File: src/shared/ivp_pkg.sv
// Constants and types for the vector select and pin interrupt block.
// Assumes an 8-bit register port on the core clock and fuse levels held static.
// How it works
// RULE1 - Select bit picks flash or boot vector base
// RULE2 - Boot base follows boot size fuses
// RULE3 - Software unlocks, then writes select within four
// RULE4 - Unlock self-clears after four cycles or select
// RULE5 - Interrupts blocked during the change sequence
// RULE6 - Blocking never touches the global enable flag
// RULE7 - Boot vectors plus app lock: mute app code
// RULE8 - App vectors plus boot lock: mute boot code
// RULE9 - Pins interrupt even when driven as outputs
// RULE10 - Group requests on any enabled input toggle
// RULE11 - Per-group masks select contributing inputs
// RULE12 - Pin change wakes without the I/O clock
// RULE13 - Dedicated pins: falling, rising or low level
// RULE14 - Low level keeps requesting while pin low
// RULE15 - Edge detection needs the running I/O clock
// RULE16 - Low level detection works without I/O clock
// RULE17 - I/O clock stops in all sleep but idle
// RULE18 - Level wake gives interrupt only if held
// RULE19 - Sense codes: low, any, falling, rising
// RULE20 - Pins sampled before edge detection
// RULE21 - Edge flag: cleared by entry or write one
// RULE22 - Toggle seen as input differing from stored
package ivp_pkg;
	// Register addresses on the core register port
	localparam logic [7:0] ADR_MCU_CONTROL = 8'h35;
	localparam logic [7:0] ADR_EXT_SENSE = 8'h69;
	localparam logic [7:0] ADR_EXT_MASK = 8'h3d;
	localparam logic [7:0] ADR_EXT_FLAG = 8'h3c;
	localparam logic [7:0] ADR_PC_CTRL = 8'h68;
	localparam logic [7:0] ADR_PC_MASK_LOW = 8'h6b;
	localparam logic [7:0] ADR_PC_MASK_MID = 8'h6c;
	localparam logic [7:0] ADR_PC_MASK_HIGH = 8'h6d;
	// Field positions and reset values
	localparam int BIT_VEC_UNLOCK = 0;
	localparam int BIT_VEC_SELECT = 1;
	localparam int BIT_PULLUP_DIS = 4;
	localparam logic [7:0] REG_RESET = 8'h00;
	localparam logic [7:0] PC_MID_USED = 8'h7f;
	// Unlock window length in core cycles
	localparam logic [2:0] UNLOCK_CYCLES = 3'h4;
	// Relocated vector base per boot size fuse code (word addresses)
	localparam logic [12:0] BOOT_BASE_TBL [4] = '{13'h1c00, 13'h1e00, 13'h1f00, 13'h1f80};
	localparam logic [12:0] FLASH_BASE = 13'h0000;
	// Request lines
	localparam int IRQ_EXT_A = 0;
	localparam int IRQ_PC_LOW = 2;
	localparam int IRQ_N = 5;
	typedef enum logic [1:0] {
		SNS_LOW = 2'h0,
		SNS_ANY = 2'h1,
		SNS_FALL = 2'h2,
		SNS_RISE = 2'h3
	} ivp_sense_t;
	typedef enum logic [2:0] {
		VS_IDLE = 3'b001,
		VS_OPEN = 3'b010,
		VS_HOLD = 3'b100
	} ivp_vs_state_t;
endpackage : ivp_pkg

File: src/shared/ivp_vec_if.sv
// Link between register decode and the vector select sequencer.
// Assumes both ends run on the core clock.
`timescale 1ns/1ns
interface ivp_vec_if;
	logic wr_unlock;
	logic wr_sel;
	logic wdata_sel;
	logic instr_done;
	logic sel;
	logic unlock;
	logic block;
	modport ctl (output wr_unlock, output wr_sel, output wdata_sel, output instr_done,
		input sel, input unlock, input block);
	modport seq (input wr_unlock, input wr_sel, input wdata_sel, input instr_done,
		output sel, output unlock, output block);
endinterface : ivp_vec_if

File: src/hdl/ivp_vecsel.sv
// Vector base select with its timed unlock sequence.
// Assumes write strobes are one-cycle pulses decoded by the top.
`timescale 1ns/1ns
module ivp_vecsel import ivp_pkg::*; (
	input wire logic clk,
	input wire logic rst_n,
	ivp_vec_if.seq v
);
	typedef struct packed {
		ivp_vs_state_t st;
		logic [2:0] cnt;
		logic sel;
	} ivp_vs_st_t;
	ivp_vs_st_t s_q, s_d;

	// Sequencer; a rewrite of the unlock bit restarts the window
	always_comb begin
		s_d = s_q;
		unique case (s_q.st)
			VS_IDLE: if (v.wr_unlock) begin
				s_d.st = VS_OPEN;
				s_d.cnt = 3'h1;
			end
			VS_OPEN: if (v.wr_sel) begin
				s_d.sel = v.wdata_sel; // [RULE3] [RULE4]
				s_d.st = VS_HOLD;
			end else if (v.wr_unlock) begin
				s_d.cnt = 3'h1;
			end else if (s_q.cnt == UNLOCK_CYCLES) begin
				s_d.st = VS_IDLE; // [RULE4]
			end else begin
				s_d.cnt = s_q.cnt + 3'h1;
			end
			// A fresh unlock write reopens the window rather than being lost
			VS_HOLD: if (v.wr_unlock) begin
				s_d.st = VS_OPEN;
				s_d.cnt = 3'h1;
			end else if (v.instr_done) begin
				s_d.st = VS_IDLE; // [RULE5]
			end
		endcase
	end

	always_ff @(posedge clk or negedge rst_n) begin
		if (!rst_n) begin
			s_q <= '{st: VS_IDLE, cnt: 3'h0, sel: 1'b0};
		end else begin
			s_q <= s_d;
		end
	end

	assign v.sel = s_q.sel;
	assign v.unlock = (s_q.st == VS_OPEN);
	// Block starts in the very write cycle, before the state settles
	assign v.block = v.wr_unlock || (s_q.st != VS_IDLE); // [RULE5]
endmodule : ivp_vecsel

File: src/hdl/ivp_extirq.sv
// Sense logic for one dedicated external interrupt pin.
// Assumes the pin is synchronous to the core clock.
`timescale 1ns/1ns
module ivp_extirq import ivp_pkg::*; (
	input wire logic clk,
	input wire logic rst_n,
	input wire logic pin,
	input wire ivp_sense_t sense,
	input wire logic io_run,
	input wire logic clr,
	output logic flag
);
	typedef struct packed {
		logic smp;
		logic prev;
		logic flag;
	} ivp_ex_st_t;
	ivp_ex_st_t s_q, s_d;
	logic hit;

	// Edge seen on the sampled copy only, so glitches under a cycle may be lost
	always_comb begin
		s_d = s_q;
		hit = 1'b0;
		if (io_run) begin
			s_d.smp = pin; // [RULE20]
			s_d.prev = s_q.smp;
			unique case (sense)
				SNS_LOW: hit = 1'b0;
				SNS_ANY: hit = s_q.smp ^ s_q.prev; // [RULE19]
				SNS_FALL: hit = s_q.prev && !s_q.smp; // [RULE13]
				SNS_RISE: hit = !s_q.prev && s_q.smp; // [RULE13]
			endcase
		end
		// Set beats clear; level mode holds the flag at zero
		if (sense == SNS_LOW) begin
			s_d.flag = 1'b0; // [RULE21]
		end else if (hit) begin
			s_d.flag = 1'b1; // [RULE15]
		end else if (clr) begin
			s_d.flag = 1'b0; // [RULE21]
		end
	end

	always_ff @(posedge clk or negedge rst_n) begin
		if (!rst_n) begin
			s_q <= '{smp: 1'b1, prev: 1'b1, flag: 1'b0};
		end else begin
			s_q <= s_d;
		end
	end

	assign flag = s_q.flag;
endmodule : ivp_extirq

File: src/hdl/ivp_top.sv
// Vector base select and external/pin-change interrupt sources.
// Assumes a one-cycle register write strobe and registered read data,
// fuses and lock bits static, and pins synchronous to the core clock.
`timescale 1ns/1ns
module ivp_top import ivp_pkg::*; (
	input wire logic MCLK,
	input wire logic RST_N,
	input wire logic [7:0] IO_ADDR,
	input wire logic [7:0] IO_WDATA,
	input wire logic IO_WE,
	input wire logic IO_RE,
	output logic [7:0] IO_RDATA,
	input wire logic [1:0] EXT_PIN,
	input wire logic [23:0] PC_PIN,
	input wire logic [4:0] IRQ_ACK,
	input wire logic INSTR_DONE,
	input wire logic GLOBAL_IE,
	input wire logic SLEEP_ACTIVE,
	input wire logic SLEEP_IDLE,
	input wire logic EXEC_IN_BOOT,
	input wire logic APP_LOCK_PROG,
	input wire logic BOOT_LOCK_PROG,
	input wire logic [1:0] BOOT_SIZE_FUSES,
	output logic [12:0] VEC_BASE,
	output logic [4:0] IRQ_REQ,
	output logic IRQ_ALLOW,
	output logic WAKE,
	output logic IO_CLK_RUN,
	output logic PULLUP_DISABLE
);
	typedef struct packed {
		logic pullup_disable;
		logic [3:0] sense;
		logic [1:0] ext_en;
		logic [2:0] pc_en;
		logic [23:0] pc_mask;
		logic [23:0] pc_prev;
		logic [2:0] pc_flag;
		logic [7:0] rdata;
		logic [12:0] vbase;
	} ivp_top_st_t;
	ivp_top_st_t s_q, s_d;

	ivp_vec_if vif ();
	logic wr_mcu;
	logic [1:0] ext_flag;
	logic [1:0] ext_clr;
	logic [23:0] pc_diff;
	logic [2:0] pc_hit;
	logic [1:0] lvl_low;
	logic lock_mute;
	logic io_run;

	// I/O clock halts in every sleep mode but idle
	assign io_run = !SLEEP_ACTIVE || SLEEP_IDLE; // [RULE17]
	assign IO_CLK_RUN = io_run;

	// Control register write decode feeding the sequencer
	assign wr_mcu = IO_WE && (IO_ADDR == ADR_MCU_CONTROL);
	assign vif.wr_unlock = wr_mcu && IO_WDATA[BIT_VEC_UNLOCK]; // [RULE3]
	assign vif.wr_sel = wr_mcu && !IO_WDATA[BIT_VEC_UNLOCK] && vif.unlock; // [RULE3]
	assign vif.wdata_sel = IO_WDATA[BIT_VEC_SELECT];
	assign vif.instr_done = INSTR_DONE;

	ivp_vecsel u_vecsel (
		.clk(MCLK),
		.rst_n(RST_N),
		.v(vif.seq)
	);

	// Edge flags clear on vector entry or on a write of one
	assign ext_clr = IRQ_ACK[1:0] | ((IO_WE && IO_ADDR == ADR_EXT_FLAG) ? IO_WDATA[1:0] : 2'h0); // [RULE21]

	// One sense block per dedicated pin; pin input taken whatever its direction
	genvar gi;
	generate
		for (gi = 0; gi < 2; gi++) begin : g_ext
			ivp_extirq u_ext (
				.clk(MCLK),
				.rst_n(RST_N),
				.pin(EXT_PIN[gi]), // [RULE9]
				.sense(ivp_sense_t'(s_q.sense[2*gi +: 2])),
				.io_run(io_run),
				.clr(ext_clr[gi]),
				.flag(ext_flag[gi])
			);
			assign lvl_low[gi] = s_q.ext_en[gi] && (s_q.sense[2*gi +: 2] == SNS_LOW) && !EXT_PIN[gi]; // [RULE16]
		end
	endgenerate

	// Toggle is a masked difference from the stored copy; no clock needed
	assign pc_diff = (PC_PIN ^ s_q.pc_prev) & s_q.pc_mask; // [RULE22] [RULE11]
	generate
		for (gi = 0; gi < 3; gi++) begin : g_pc
			assign pc_hit[gi] = |pc_diff[8*gi +: 8]; // [RULE10]
		end
	endgenerate

	// Async wake path: enabled pin change or held low level
	assign WAKE = |(pc_hit & s_q.pc_en) || |lvl_low; // [RULE12] [RULE16]

	// Lock bits mute interrupts in the section the vectors do not sit in
	assign lock_mute = (vif.sel && APP_LOCK_PROG && !EXEC_IN_BOOT) // [RULE7]
		|| (!vif.sel && BOOT_LOCK_PROG && EXEC_IN_BOOT); // [RULE8]
	// Global enable is only read here, never written back
	assign IRQ_ALLOW = GLOBAL_IE && !vif.block && !lock_mute; // [RULE5] [RULE6]

	// Level requests wait for the core to run so a lost level gives no vector
	always_comb begin
		IRQ_REQ = '0;
		for (int i = 0; i < 2; i++) begin
			IRQ_REQ[IRQ_EXT_A + i] = s_q.ext_en[i] && ((lvl_low[i] && !SLEEP_ACTIVE) || ext_flag[i]); // [RULE14] [RULE18]
		end
		IRQ_REQ[IRQ_PC_LOW +: 3] = s_q.pc_flag & s_q.pc_en;
	end

	// Register file, flags and read mux
	always_comb begin
		s_d = s_q;
		s_d.rdata = s_q.rdata;
		if (io_run) begin
			s_d.pc_prev = PC_PIN; // [RULE22]
		end
		// Set wins over acknowledge in the same cycle
		for (int g = 0; g < 3; g++) begin
			if (io_run && pc_hit[g]) begin
				s_d.pc_flag[g] = 1'b1; // [RULE10]
			end else if (IRQ_ACK[IRQ_PC_LOW + g]) begin
				s_d.pc_flag[g] = 1'b0;
			end
		end
		if (IO_WE) begin
			unique case (IO_ADDR)
				ADR_MCU_CONTROL: s_d.pullup_disable = IO_WDATA[BIT_PULLUP_DIS];
				ADR_EXT_SENSE: s_d.sense = IO_WDATA[3:0]; // [RULE19]
				ADR_EXT_MASK: s_d.ext_en = IO_WDATA[1:0];
				ADR_PC_CTRL: s_d.pc_en = IO_WDATA[2:0];
				ADR_PC_MASK_LOW: s_d.pc_mask[7:0] = IO_WDATA; // [RULE11]
				ADR_PC_MASK_MID: s_d.pc_mask[15:8] = IO_WDATA & PC_MID_USED; // [RULE11]
				ADR_PC_MASK_HIGH: s_d.pc_mask[23:16] = IO_WDATA; // [RULE11]
				default: s_d.pullup_disable = s_q.pullup_disable;
			endcase
		end
		// Reserved bits and unmapped addresses read zero
		if (IO_RE) begin
			unique case (IO_ADDR)
				ADR_MCU_CONTROL: s_d.rdata = {3'h0, s_q.pullup_disable, 2'h0, vif.sel, vif.unlock};
				ADR_EXT_SENSE: s_d.rdata = {4'h0, s_q.sense};
				ADR_EXT_MASK: s_d.rdata = {6'h0, s_q.ext_en};
				ADR_EXT_FLAG: s_d.rdata = {6'h0, ext_flag};
				ADR_PC_CTRL: s_d.rdata = {5'h0, s_q.pc_en};
				ADR_PC_MASK_LOW: s_d.rdata = s_q.pc_mask[7:0];
				ADR_PC_MASK_MID: s_d.rdata = s_q.pc_mask[15:8];
				ADR_PC_MASK_HIGH: s_d.rdata = s_q.pc_mask[23:16];
				default: s_d.rdata = 8'h00;
			endcase
		end
		// Base follows select and fuses; registered so the output is clean
		s_d.vbase = vif.sel ? BOOT_BASE_TBL[BOOT_SIZE_FUSES] : FLASH_BASE; // [RULE1] [RULE2]
	end

	always_ff @(posedge MCLK or negedge RST_N) begin
		if (!RST_N) begin
			s_q <= '0;
		end else begin
			s_q <= s_d;
		end
	end

	assign IO_RDATA = s_q.rdata;
	assign VEC_BASE = s_q.vbase;
	assign PULLUP_DISABLE = s_q.pullup_disable;
endmodule : ivp_top

File: config.mk
export PLATFORM = sky130hd
export DESIGN_NAME = ivp_top
export DESIGN_NICKNAME = d
export VERILOG_FILES = /design/src/shared/ivp_pkg.sv /design/src/shared/ivp_vec_if.sv /design/src/hdl/ivp_vecsel.sv /design/src/hdl/ivp_extirq.sv /design/src/hdl/ivp_top.sv
export SDC_FILE = /design/constraint.sdc
export NUM_CORES = 1
export LEC_CHECK = 0
export ABC_AREA = 1
export BUFFER_PORTS_ARGS = -buffer_cell sky130_fd_sc_hd__buf_4
export CAP_MARGIN = 25
export CORE_UTILIZATION = 50
export CTS_BUF_LIST = sky130_fd_sc_hd__clkbuf_8
export DETAILED_ROUTE_END_ITERATION = 8
export GPL_TIMING_DRIVEN = 0
export HOLD_SLACK_MARGIN = 0.12
export PLACE_DENSITY = 0.72
export SLEW_MARGIN = 20
export SYNTH_ARGS = -nofsm -noshare
export SYNTH_HDL_FRONTEND = slang
export SYNTH_SLANG_ARGS = --single-unit
File: constraint.sdc
create_clock -name MCLK -period 2.9 [get_ports MCLK]
set_input_delay 0.145 -clock MCLK [delete_from_list [all_inputs] [get_ports MCLK]]
set_output_delay 0.145 -clock MCLK [all_outputs]
set_load 0.01 [all_outputs]
# Word level (Yosys, flattened, before mapping)

Index checks and enable logic that the tools add are counted.

RAM bits: 0
Latch bits: 0
Memories kept: 0
Bits of input ports: 60
Word-level logic and storage cells: 157
Register bits: 94
Bits in read-only memories: 0
Output and inout port bits: 30

Bitwise gates (word level): 8
Reductions and logical operators: 66
Equality and inequality tests: 26
Shift operators: 0
Add/sub/neg operators: 1
Divide/modulo/power cells: 0
Multiply operators: 0
Mux-type cells: 33
$lt $le $gt $ge: 1

Operators by type and width:

| cell                                                            | count |
|---|---|
| 8-bit case mux with 8 select lines                              | 1 |
| 8-bit by 7-bit == test with 1-bit output, second input constant | 5 |
| 13-bit 2-to-1 mux                                               | 3 |
| 3-bit 2-to-1 mux                                                | 9 |
| 13-bit binary-select mux with 2-bit select                      | 1 |
| 1-bit logical AND                                               | 26 |
| 24-bit bitwise AND                                              | 1 |
| 8-bit by 6-bit == test with 1-bit output, second input constant | 3 |
| 8-bit OR reduction                                              | 3 |
| 24-bit bitwise XOR                                              | 1 |
| 6-bit case mux with 3 select lines                              | 1 |
| 2-bit AND reduction                                             | 8 |
| 1-bit 2-to-1 mux                                                | 14 |
| 1-bit logical NOT                                               | 12 |
| 2-bit == test, second input constant                            | 4 |
| 1-bit case mux with 4 select lines                              | 2 |
| 4-bit AND reduction                                             | 2 |
| 3-bit bitwise AND                                               | 2 |
| 3-bit == test, second input constant                            | 2 |
| 1-bit logical OR                                                | 6 |
| 6-bit 2-to-1 mux                                                | 1 |
| 3-bit by 1-bit != test with 1-bit output, second input constant | 2 |
| 3-bit by 2-bit != test with 1-bit output, second input constant | 2 |
| 2-bit nonzero test                                              | 3 |
| other kinds (16)                                                | 21 |

# Longest topological paths before layout

Gate-level depths: netlist (run 1).

Depth after elaboration: 7
Gate-level depth with buffers: 11
Depth with buffers taken out: 11

# Hierarchy

A second synthesis (run 1) with hierarchy kept.

Cells, all modules: 643
Area total of the unflattened synthesis: 4843.4 µm²

Modules (own cells, without submodules):

| module     | area each (µm²) | cells each | times used | seq. area each (µm²) |
|---|---|---|---|---|
| ivp_top    | 4025.1          | 537        | 1          | 1776.7 |
| ivp_vecsel | 452.9           | 62         | 1          | 176.4 |
| ivp_extirq | 182.7           | 22         | 2          | 77.6 |

# Worst setup path before layout (run 1)

Ideal clock, no wire load.

Path type: reg2reg
Start: reg g_ext[0].u_ext.s_q[1] (netlist name)
End: reg g_ext[0].u_ext.s_q (netlist bit g_ext[0].u_ext.flag)
Setup time: 0.083 ns
Stages on the path, launching flop included: 6
Required time: 2.817 ns
Path slack: 1.622 ns
Arrival: 1.195 ns
Cell sequence: dfstp_2 inv_1 ha_1 o32ai_1 nand2_1 o21ai_0

Longest elaborated chain between the ends: 6

RTL lines:

| what                                 | RTL line         | source |
|---|---|---|
| start, declared                      | ivp_extirq.sv:18 | `ivp_ex_st_t s_q, s_d;` |
| start signal, assigned               | ivp_extirq.sv:47 | `s_q <= '{smp: 1'b1, prev: 1'b1, flag: 1'b0};` |
| 1-bit logical NOT                    | ivp_extirq.sv:32 | `SNS_RISE: hit = !s_q.prev && s_q.smp;` |
| 1-bit logical AND                    | ivp_extirq.sv:32 |  |
| 1-bit case mux with 4 select lines * | ivp_extirq.sv:28 | `unique case (sense)` |
| 1-bit 2-to-1 mux *                   | ivp_extirq.sv:25 | `if (io_run) begin` |
| 1-bit 2-to-1 mux                     | ivp_extirq.sv:38 | `end else if (hit) begin` |
| 1-bit 2-to-1 mux                     | ivp_extirq.sv:36 | `if (sense == SNS_LOW) begin` |

Every way passes the cells marked *; elsewhere a longest branch is shown, timed or not.
A chain may end at the register's enable or synchronous reset.

# Worst setup path in the final report (run 1)

Start: in PC_PIN[2]
End: out WAKE

Longest elaborated chain between the ends: 6

RTL lines:

| what               | RTL line       | source |
|---|---|---|
| start, declared    | ivp_top.sv:14  | `input wire logic [23:0] PC_PIN,` |
| 24-bit bitwise XOR | ivp_top.sv:92  | `assign pc_diff = (PC_PIN ^ s_q.pc_prev) & s_q.pc_mask;` |
| 24-bit bitwise AND | ivp_top.sv:92  |  |
| 8-bit OR reduction | ivp_top.sv:95  | `assign pc_hit[gi] = \|pc_diff[8*gi +: 8];` |
| 3-bit bitwise AND  | ivp_top.sv:100 | `assign WAKE = \|(pc_hit & s_q.pc_en) \|\| \|lvl_low;` |
| 3-bit OR reduction | ivp_top.sv:100 |  |
| 1-bit logical OR   | ivp_top.sv:100 |  |
| end, declared      | ivp_top.sv:27  | `output logic WAKE,` |

No other way between the ends.

==> results.py, run 1 <==
metrics = {
    "status": {
        "status": "completed",
    },
    "route": {
        "wl_met3_um": 343,
        "post_drt_wl_per_cell_um": 13.29,
        "vias": 4183,
        "wl_mm": 11.23,
        "vias_per_cell": 4.950,
        "drc": 0,
        "highest_layer": "met4",
        "first_iter_violations": 175,
        "first_pass_iters": 6,
        "wl_met1_mm": 5.077,
        "wl_met2_mm": 5.653,
        "ant_nets": 0,
    },
    "global_route": {
        "grt_pass1_wl_mm": 18.85,
        "overflow": 0,
        "grt_max_degree": 57,
        "gr-usage-all-layers_pct": 24.57,
        "antenna_found_initial": 0,
        "first_global_vias": 4031,
    },
    "critical_path": {
        "end_kind": "primary output",
        "reg2reg_from": "u_vecsel.s_q[6]$_DFFE_PN0P_",
        "r2r_cells": 7,
        "startpoint": "PC_PIN[2]",
        "crit_type": "input pin to primary output",
        "worstSetupEndpoint": "WAKE",
        "timing.rr.end": "u_vecsel.s_q[2]$_DFFE_PN0P_",
        "arrival_ns": 1.87,
        "crit_path_max_fanout": 3,
        "critPathRequiredTime_ns": 2.76,
        "cp-start-kind": "input pin",
        "r2r_slack_ns": 1.48,
    },
    "run": {
        "max-cap-violations": 0,
    },
    "power": {
        "ir_worst_vdd_mv": 0.2509,
        "p_leak_nw": 3.212,
        "combPwrFrac_pct": 21.1,
        "p_int_w": 0.001966,
        "powerDensity_mw_per_mm2": 457.9,
        "p_sw_w": 0.0008257,
        "seqPwrFrac_pct": 48.5,
        "swShare_pct": 29.58,
        "p_clk_share_pct": 30.3,
    },
    "timing": {
        "setup_viol": 0,
        "setup_slack_ns": 0.8839,
        "finalHoldViolations": 0,
        "skew_ns": 0.007818,
        "fin_crit_sh_pct": 69.52,
        "fin_hold_ws_ns": 0.1525,
        "fmax_ghz": 0.4960,
        "rsz0062_at_grt": "no",
        "maxSlewViolCount": 0,
        "post-route-min-period_ns": 2.016,
        "setup_tns_ns": 0,
    },
    "clocking": {
        "ctsLongestPathBuffers": 2,
        "htree_levels": 3,
        "numCtsBuffers": 9,
        "clk_latency_ns": 0.35,
        "cts_resized": 0,
        "path_clk_slew_ns": 0.09,
        "clockRootBuffer": "clkbuf_8",
        "cts_tree": "done",
        "cts.sinks": 84,
    },
    "logic_synthesis": {
        "yosys-top-cells-area": "dfrtp_1 (42%), nand2_1 (14%), inv_1 (5.7%)",
        "synth_edf_count": 0,
        "synth_flop_cell": "dfrtp_1",
        "syn-instance-count": 591,
        "synth_area_leader_cell": "dfrtp_1",
        "ys_async_sr_fraction_pct": 100.0,
        "ys_types": 37,
        "ys_seq_area_share_pct": 44.80,
        "yosys_warnings": 0,
        "synth_top_area_share_pct": 42.01,
        "yosys_register_bits": 84,
        "syn_area_mm2": 0.004706,
        "syn_area_per_cell_um2": 7.962,
    },
    "worst_hold_path": {
        "hold_path.class": "input pin to flip-flop",
        "hold_start": "IO_WDATA[3]",
    },
    "finish": {
        "fin_nets": 796,
        "diodes": 0,
        "layout-area-overhead-vs-synth_pct": 29.54,
        "drive_above_1_share_pct": 25.07,
        "multi_input_area_mm2": 0.002097,
        "final_common_cell": "nand2_1",
        "seqCellArea_mm2": 0.002108,
        "final_cells": 845,
        "fill_cells": 783,
        "final_cell_mix": "nand2_1 (180), buf_4 (103), dfrtp_1 (79)",
    },
    "placement": {
        "gp_congestion": 0.8228,
        "port_buffers": 80,
        "dp_cells": 789,
        "dp_slack_ns": 1.323,
        "place_hpwl_mm": 8.355,
    },
    "floorplan": {
        "die_w_um": 99.02,
        "fp.coreArea_mm2": 0.009196,
        "fp.dieH_um": 99.02,
        "rows": 35,
        "io_pins": 90,
        "die-area_mm2": 0.009804,
        "start_util_pct": 51.17,
    },
}
## cell families after synthesis
group	share of synthesized area [%]
multiplexers	3.350
AND/OR/NAND/NOR	28.82
AO/OA/AOI/OAI	10.05
XOR/XNOR	0.1862
other	0.07969
adder cells (fa/ha/maj)	1.595
flip-flops	44.80
buffers and inverters	11.11
## cells in the mapped netlist (6+ instances only)
| master | instances |
|---|---|
| a21oi_1 | 7 |
| buf_4 | 23 |
| dfrtp_1 | 79 |
| ha_1 | 6 |
| inv_1 | 72 |
| mux2_2 | 14 |
| nand2_1 | 180 |
| nand3_1 | 32 |
| nor2_1 | 42 |
| o21ai_0 | 53 |
| o21ai_1 | 11 |
| o21ai_2 | 8 |
| or2_2 | 9 |
## power groups by stage
stage / registers [W] / clock network (W) / logic (W)
final: 0.00136 / 0.000846 / 0.000590
after global routing: 0.00137 / 0.000901 / 0.000664
after CTS: 0.00135 / 0.000858 / 0.000592
after detailed placement: 0.00138 / 0 / 0.000549
after global placement: 0.00137 / 0 / 0.000521
after floorplan: 0.00136 / 0 / 0.000355
## state kept, by name, indices dropped and copies added, names as in the netlist
register / cells
u_vecsel.v.sel: 1
g_ext.u_ext.s_q: 4
IO_RDATA: 8
PULLUP_DISABLE: 1
u_vecsel.s_q: 6
g_ext.u_ext.flag: 2
s_q: 58
VEC_BASE: 4
## metrics by stage
step,utilization [%],cell area [um^2],total power [W]
after floorplan,-,4728,0.001711
after global placement,59.46,5468,0.001892
after detailed placement,59.76,5495,0.001925
after CTS,66.29,6096,0.002804
after global routing,66.29,6096,0.002937
final,66.29,6096,0.002791
## critical path, stage by stage
cell and delay [ns]:
dlygate4sd3_1 0.54, buf_4 0.14, or2_2 0.26, nand2_1 0.07, nand2_1 0.05, nor2_1 0.16, nand2_1 0.13, a21oi_1 0.14
nand2_1 0.07, buf_4 0.14
## routing by layer
| metal | vias up | track usage (%) |
|---|---|---|
| met1 | 1974 | 31.99 |
| li1 | 2116 | - |
| met4 | 0 | 8.611 |
| met5 | - | 0 |
| met2 | 80 | 42.50 |
| met3 | 13 | 2.837 |
## area by class of cell
type	count	area share, %
flip-flops and latches	84	34.59
multi-input cells	405	34.40
repair buffers	122	17.04
inverters	76	4.680
plain buffers	32	3.900
well taps	111	2.278
clock buffers	10	2.258
clock inverters	5	0.8621
## worst min path at each step
stage	endpoint	slack, ns	cells after the start
final	s_q[59]$_DFFE_PN0P_	0.15	3
after global routing	s_q[58]$_DFFE_PN0P_	0.16	3
after CTS	s_q[59]$_DFFE_PN0P_	0.14	3
after detailed placement	s_q[21]$_DFFE_PN0P_	0.11	1
after global placement	s_q[21]$_DFFE_PN0P_	0.33	2
after floorplan	IO_RDATA[0]$_DFFE_PN0P_	-0.15	0
## timing repair
action                    in CTS  in global routing
hold endpoints to repair     118                  0
hold buffers                  41                  0
buffers inserted               0                  0
(Power assumes the default switching activity.)
==> run 2: changes to the inputs <==
--- a/config.mk
+++ b/config.mk
@@ -13,7 +13,7 @@
 export DETAILED_ROUTE_END_ITERATION = 8
 export GPL_TIMING_DRIVEN = 0
 export HOLD_SLACK_MARGIN = 0.12
-export PLACE_DENSITY = 0.72
+export PLACE_DENSITY = 0.75
 export SLEW_MARGIN = 20
 export SYNTH_ARGS = -nofsm -noshare
 export SYNTH_HDL_FRONTEND = slang
==> constraint.sdc (replaced) <==
create_clock -name MCLK -period 1.8 [get_ports MCLK]
set_input_delay 0.09 -clock MCLK [delete_from_list [all_inputs] [get_ports MCLK]]
set_output_delay 0.09 -clock MCLK [all_outputs]
set_load 0.01 [all_outputs]
==> run 2 against run 1 <==
Against the previous run: the flow now finishes with violations (negative setup slack); setup slack worse by 0.88 ns; power is 76% higher; clock skew is 0.0024 ns higher; combinational power is 75% higher; via count is 3.8% higher; first-iteration DRC count is 11% higher; global-route usage is 1.8 points higher; core utilization is 2.4 points higher; largest power group unchanged; highest routed layer unchanged.
==> results.py, run 2 (synthesis gave the netlist of run 1 again) <==
metrics = {
    "finish": {
        "final_common_cell": "nand2_1",
        "drive_above_1_share_pct": 27.94,
        "fin_nets": 809,
        "diodes": 0,
        "final_cell_mix": "nand2_1 (178), buf_4 (112), dfrtp_1 (79)",
        "largest_register": "s_q",
        "layout-area-overhead-vs-synth_pct": 34.33,
        "largest_reg_flops": 58,
    },
    "route": {
        "vias_per_cell": 5.056,
        "first_pass_iters": 7,
        "wl_mm": 12.14,
        "drc": 0,
        "first_iter_violations": 194,
        "vias": 4343,
        "post_drt_wl_per_cell_um": 14.13,
        "ant_nets": 0,
    },
    "floorplan": {
        "rows": 35,
        "fp.coreArea_mm2": 0.009196,
        "start_util_pct": 51.17,
        "io_pins": 90,
        "die-area_mm2": 0.009804,
        "die_w_um": 99.02,
        "fp.dieH_um": 99.02,
    },
    "clocking": {
        "clk_latency_ns": 0.36,
        "numCtsBuffers": 9,
        "cts.sinks": 84,
        "cts_tree": "done",
        "clockRootBuffer": "clkbuf_8",
        "htree_levels": 3,
        "path_clk_slew_ns": 0.09,
        "ctsLongestPathBuffers": 2,
    },
    "worst_hold_path": {
        "hold_path.class": "input pin to flip-flop",
    },
    "power": {
        "p_clk_share_pct": 34.5,
        "ir_worst_vdd_mv": 0.4573,
        "swShare_pct": 28.73,
        "seqPwrFrac_pct": 44.5,
        "power.total_w": 0.004919,
        "combPwrFrac_pct": 21.0,
        "p_sw_w": 0.001413,
        "powerDensity_mw_per_mm2": 778.1,
        "p_int_w": 0.003505,
        "p_leak_nw": 3.299,
    },
    "timing": {
        "fin_hold_ws_ns": 0.1493,
        "fmax_ghz": 0.5555,
        "post-route-min-period_ns": 1.800,
        "setup_viol": 1,
        "maxSlewViolCount": 0,
        "setup_slack_ns": -0.00004641,
        "finalHoldViolations": 0,
        "skew_ns": 0.01023,
        "rsz0062_at_grt": "yes",
        "slew_headroom_pct": 48.29,
        "fin_crit_sh_pct": 100.0,
        "worst_slew_pin_slew_ns": 0.7757,
    },
    "critical_path": {
        "critPathRequiredTime_ns": 1.71,
        "crit_path_frequent_cell": "nand2_2",
        "critical_path.max_stage_delay_ns": 0.39,
        "startpoint": "s_q[28]$_DFFE_PN0P_",
        "crit_path_max_fanout": 2,
        "arrival_ns": 1.71,
        "timing.rr.end": "g_ext[1].u_ext.flag$_DFFE_PN0P_",
        "crit_slowest_cell": "dfrtp_1",
        "cp-start-kind": "flip-flop",
        "reg2reg_from": "g_ext[1].u_ext.s_q[1]$_DFFE_PN1P_",
        "r2r_cells": 5,
        "crit_chain": "or2_2 -> nand3_1 -> nand2_1 -> nor2_1 -> nand2_2 -> a21oi_2 -> nand2_2 -> buf_6",
        "r2r_slack_ns": 0.31,
        "crit_type": "flip-flop to primary output",
        "end_kind": "primary output",
        "worstSetupEndpoint": "WAKE",
    },
    "placement": {
        "gp_congestion": 0.8694,
        "port_buffers": 80,
        "dp_slack_ns": 0.2744,
        "place_hpwl_mm": 8.432,
    },
    "run": {
        "max-cap-violations": 0,
    },
    "global_route": {
        "top_usage_layer": "met2",
        "first_global_vias": 4294,
        "overflow": 0,
        "grtUsageMet2_pct": 46.42,
        "grt_util_met1_pct": 32.35,
        "grt_max_degree": 85,
        "grt_pass1_wl_mm": 20.06,
        "gr-usage-all-layers_pct": 26.40,
        "antenna_found_initial": 0,
        "met3_usage_pct": 4.468,
    },
    "status": {
        "violations": "negative setup slack",
        "status": "complete, but fails checks",
    },
}
-- run 2: worst min-delay path by stage --
stage	from	cells after the start	end	slack, ns
finish	IO_ADDR[2]	4	s_q[78]$_DFFE_PN0P_	0.15
global route	IO_ADDR[1]	4	s_q[77]$_DFFE_PN0P_	0.15
CTS	IO_ADDR[2]	4	s_q[78]$_DFFE_PN0P_	0.14
detailed placement	IRQ_ACK[2]	2	s_q[21]$_DFFE_PN0P_	0.28
global placement	IRQ_ACK[4]	2	s_q[23]$_DFFE_PN0P_	0.27
floorplan	RST_N	0	IO_RDATA[0]$_DFFE_PN0P_	-0.21
-- run 2: cell type report --
| type | instances | area, um^2 |
|---|---|---|
| Clock inverter | 6 | 111.4 |
| Inverter | 76 | 285.3 |
| Clock buffer | 10 | 137.6 |
| Timing Repair Buffer | 135 | 1131 |
| Multi-Input combinational cell | 405 | 2171 |
| Sequential cell | 84 | 2108 |
| Tap cell | 111 | 138.9 |
| Fill cell | 756 | 2875 |
| Buffer | 32 | 237.7 |
-- run 2: worst max-delay path, delay by kind of cell, from the launching register on --
| family | cells | cell delay (ns) |
|---|---|---|
| AO/OA/AOI/OAI | 1 | 0.16 |
| AND/OR/NAND/NOR | 6 | 0.70 |
| buffers and inverters | 1 | 0.12 |
| flip-flops | 1 | 0.39 |
-- run 2: layer usage --
layer  vias up  wire, um
li1       2148         -
met1      2031      5152
met2       139      6125
met3        25       531
met4         0       327
met5         -         0
-- run 2: stage by stage --
step           area [um^2]  std cells  utilization, %     TNS (ns)
5_1_grt               6321        859           68.73      -0.1051
4_1_cts               6277        857           68.26    -0.006259
3_5_place_dp          5468        788           59.46            0
3_3_place_gp          5468        788           59.46            0
2_1_floorplan         4728        597               -            0
6_report              6321        859           68.73  -0.00004641
-- run 2: what timing repair did --
action	CTS	global route
setup endpoints to repair	1	2
pin swaps	13	10
resized for setup	15	9
hold buffers	44	0
endpoints found under the hold margin	139	0
buffers inserted	9	2
-- run 2: power by group through the flow --
stage	Clock [W]	Sequential, W	Combinational (W)
2_1_floorplan	0	0.00218	0.000572
3_3_place_gp	0	0.00221	0.000839
3_5_place_dp	0	0.00222	0.000876
4_1_cts	0.00170	0.00218	0.00101
5_1_grt	0.00179	0.00221	0.00117
6_report	0.00170	0.00219	0.00103
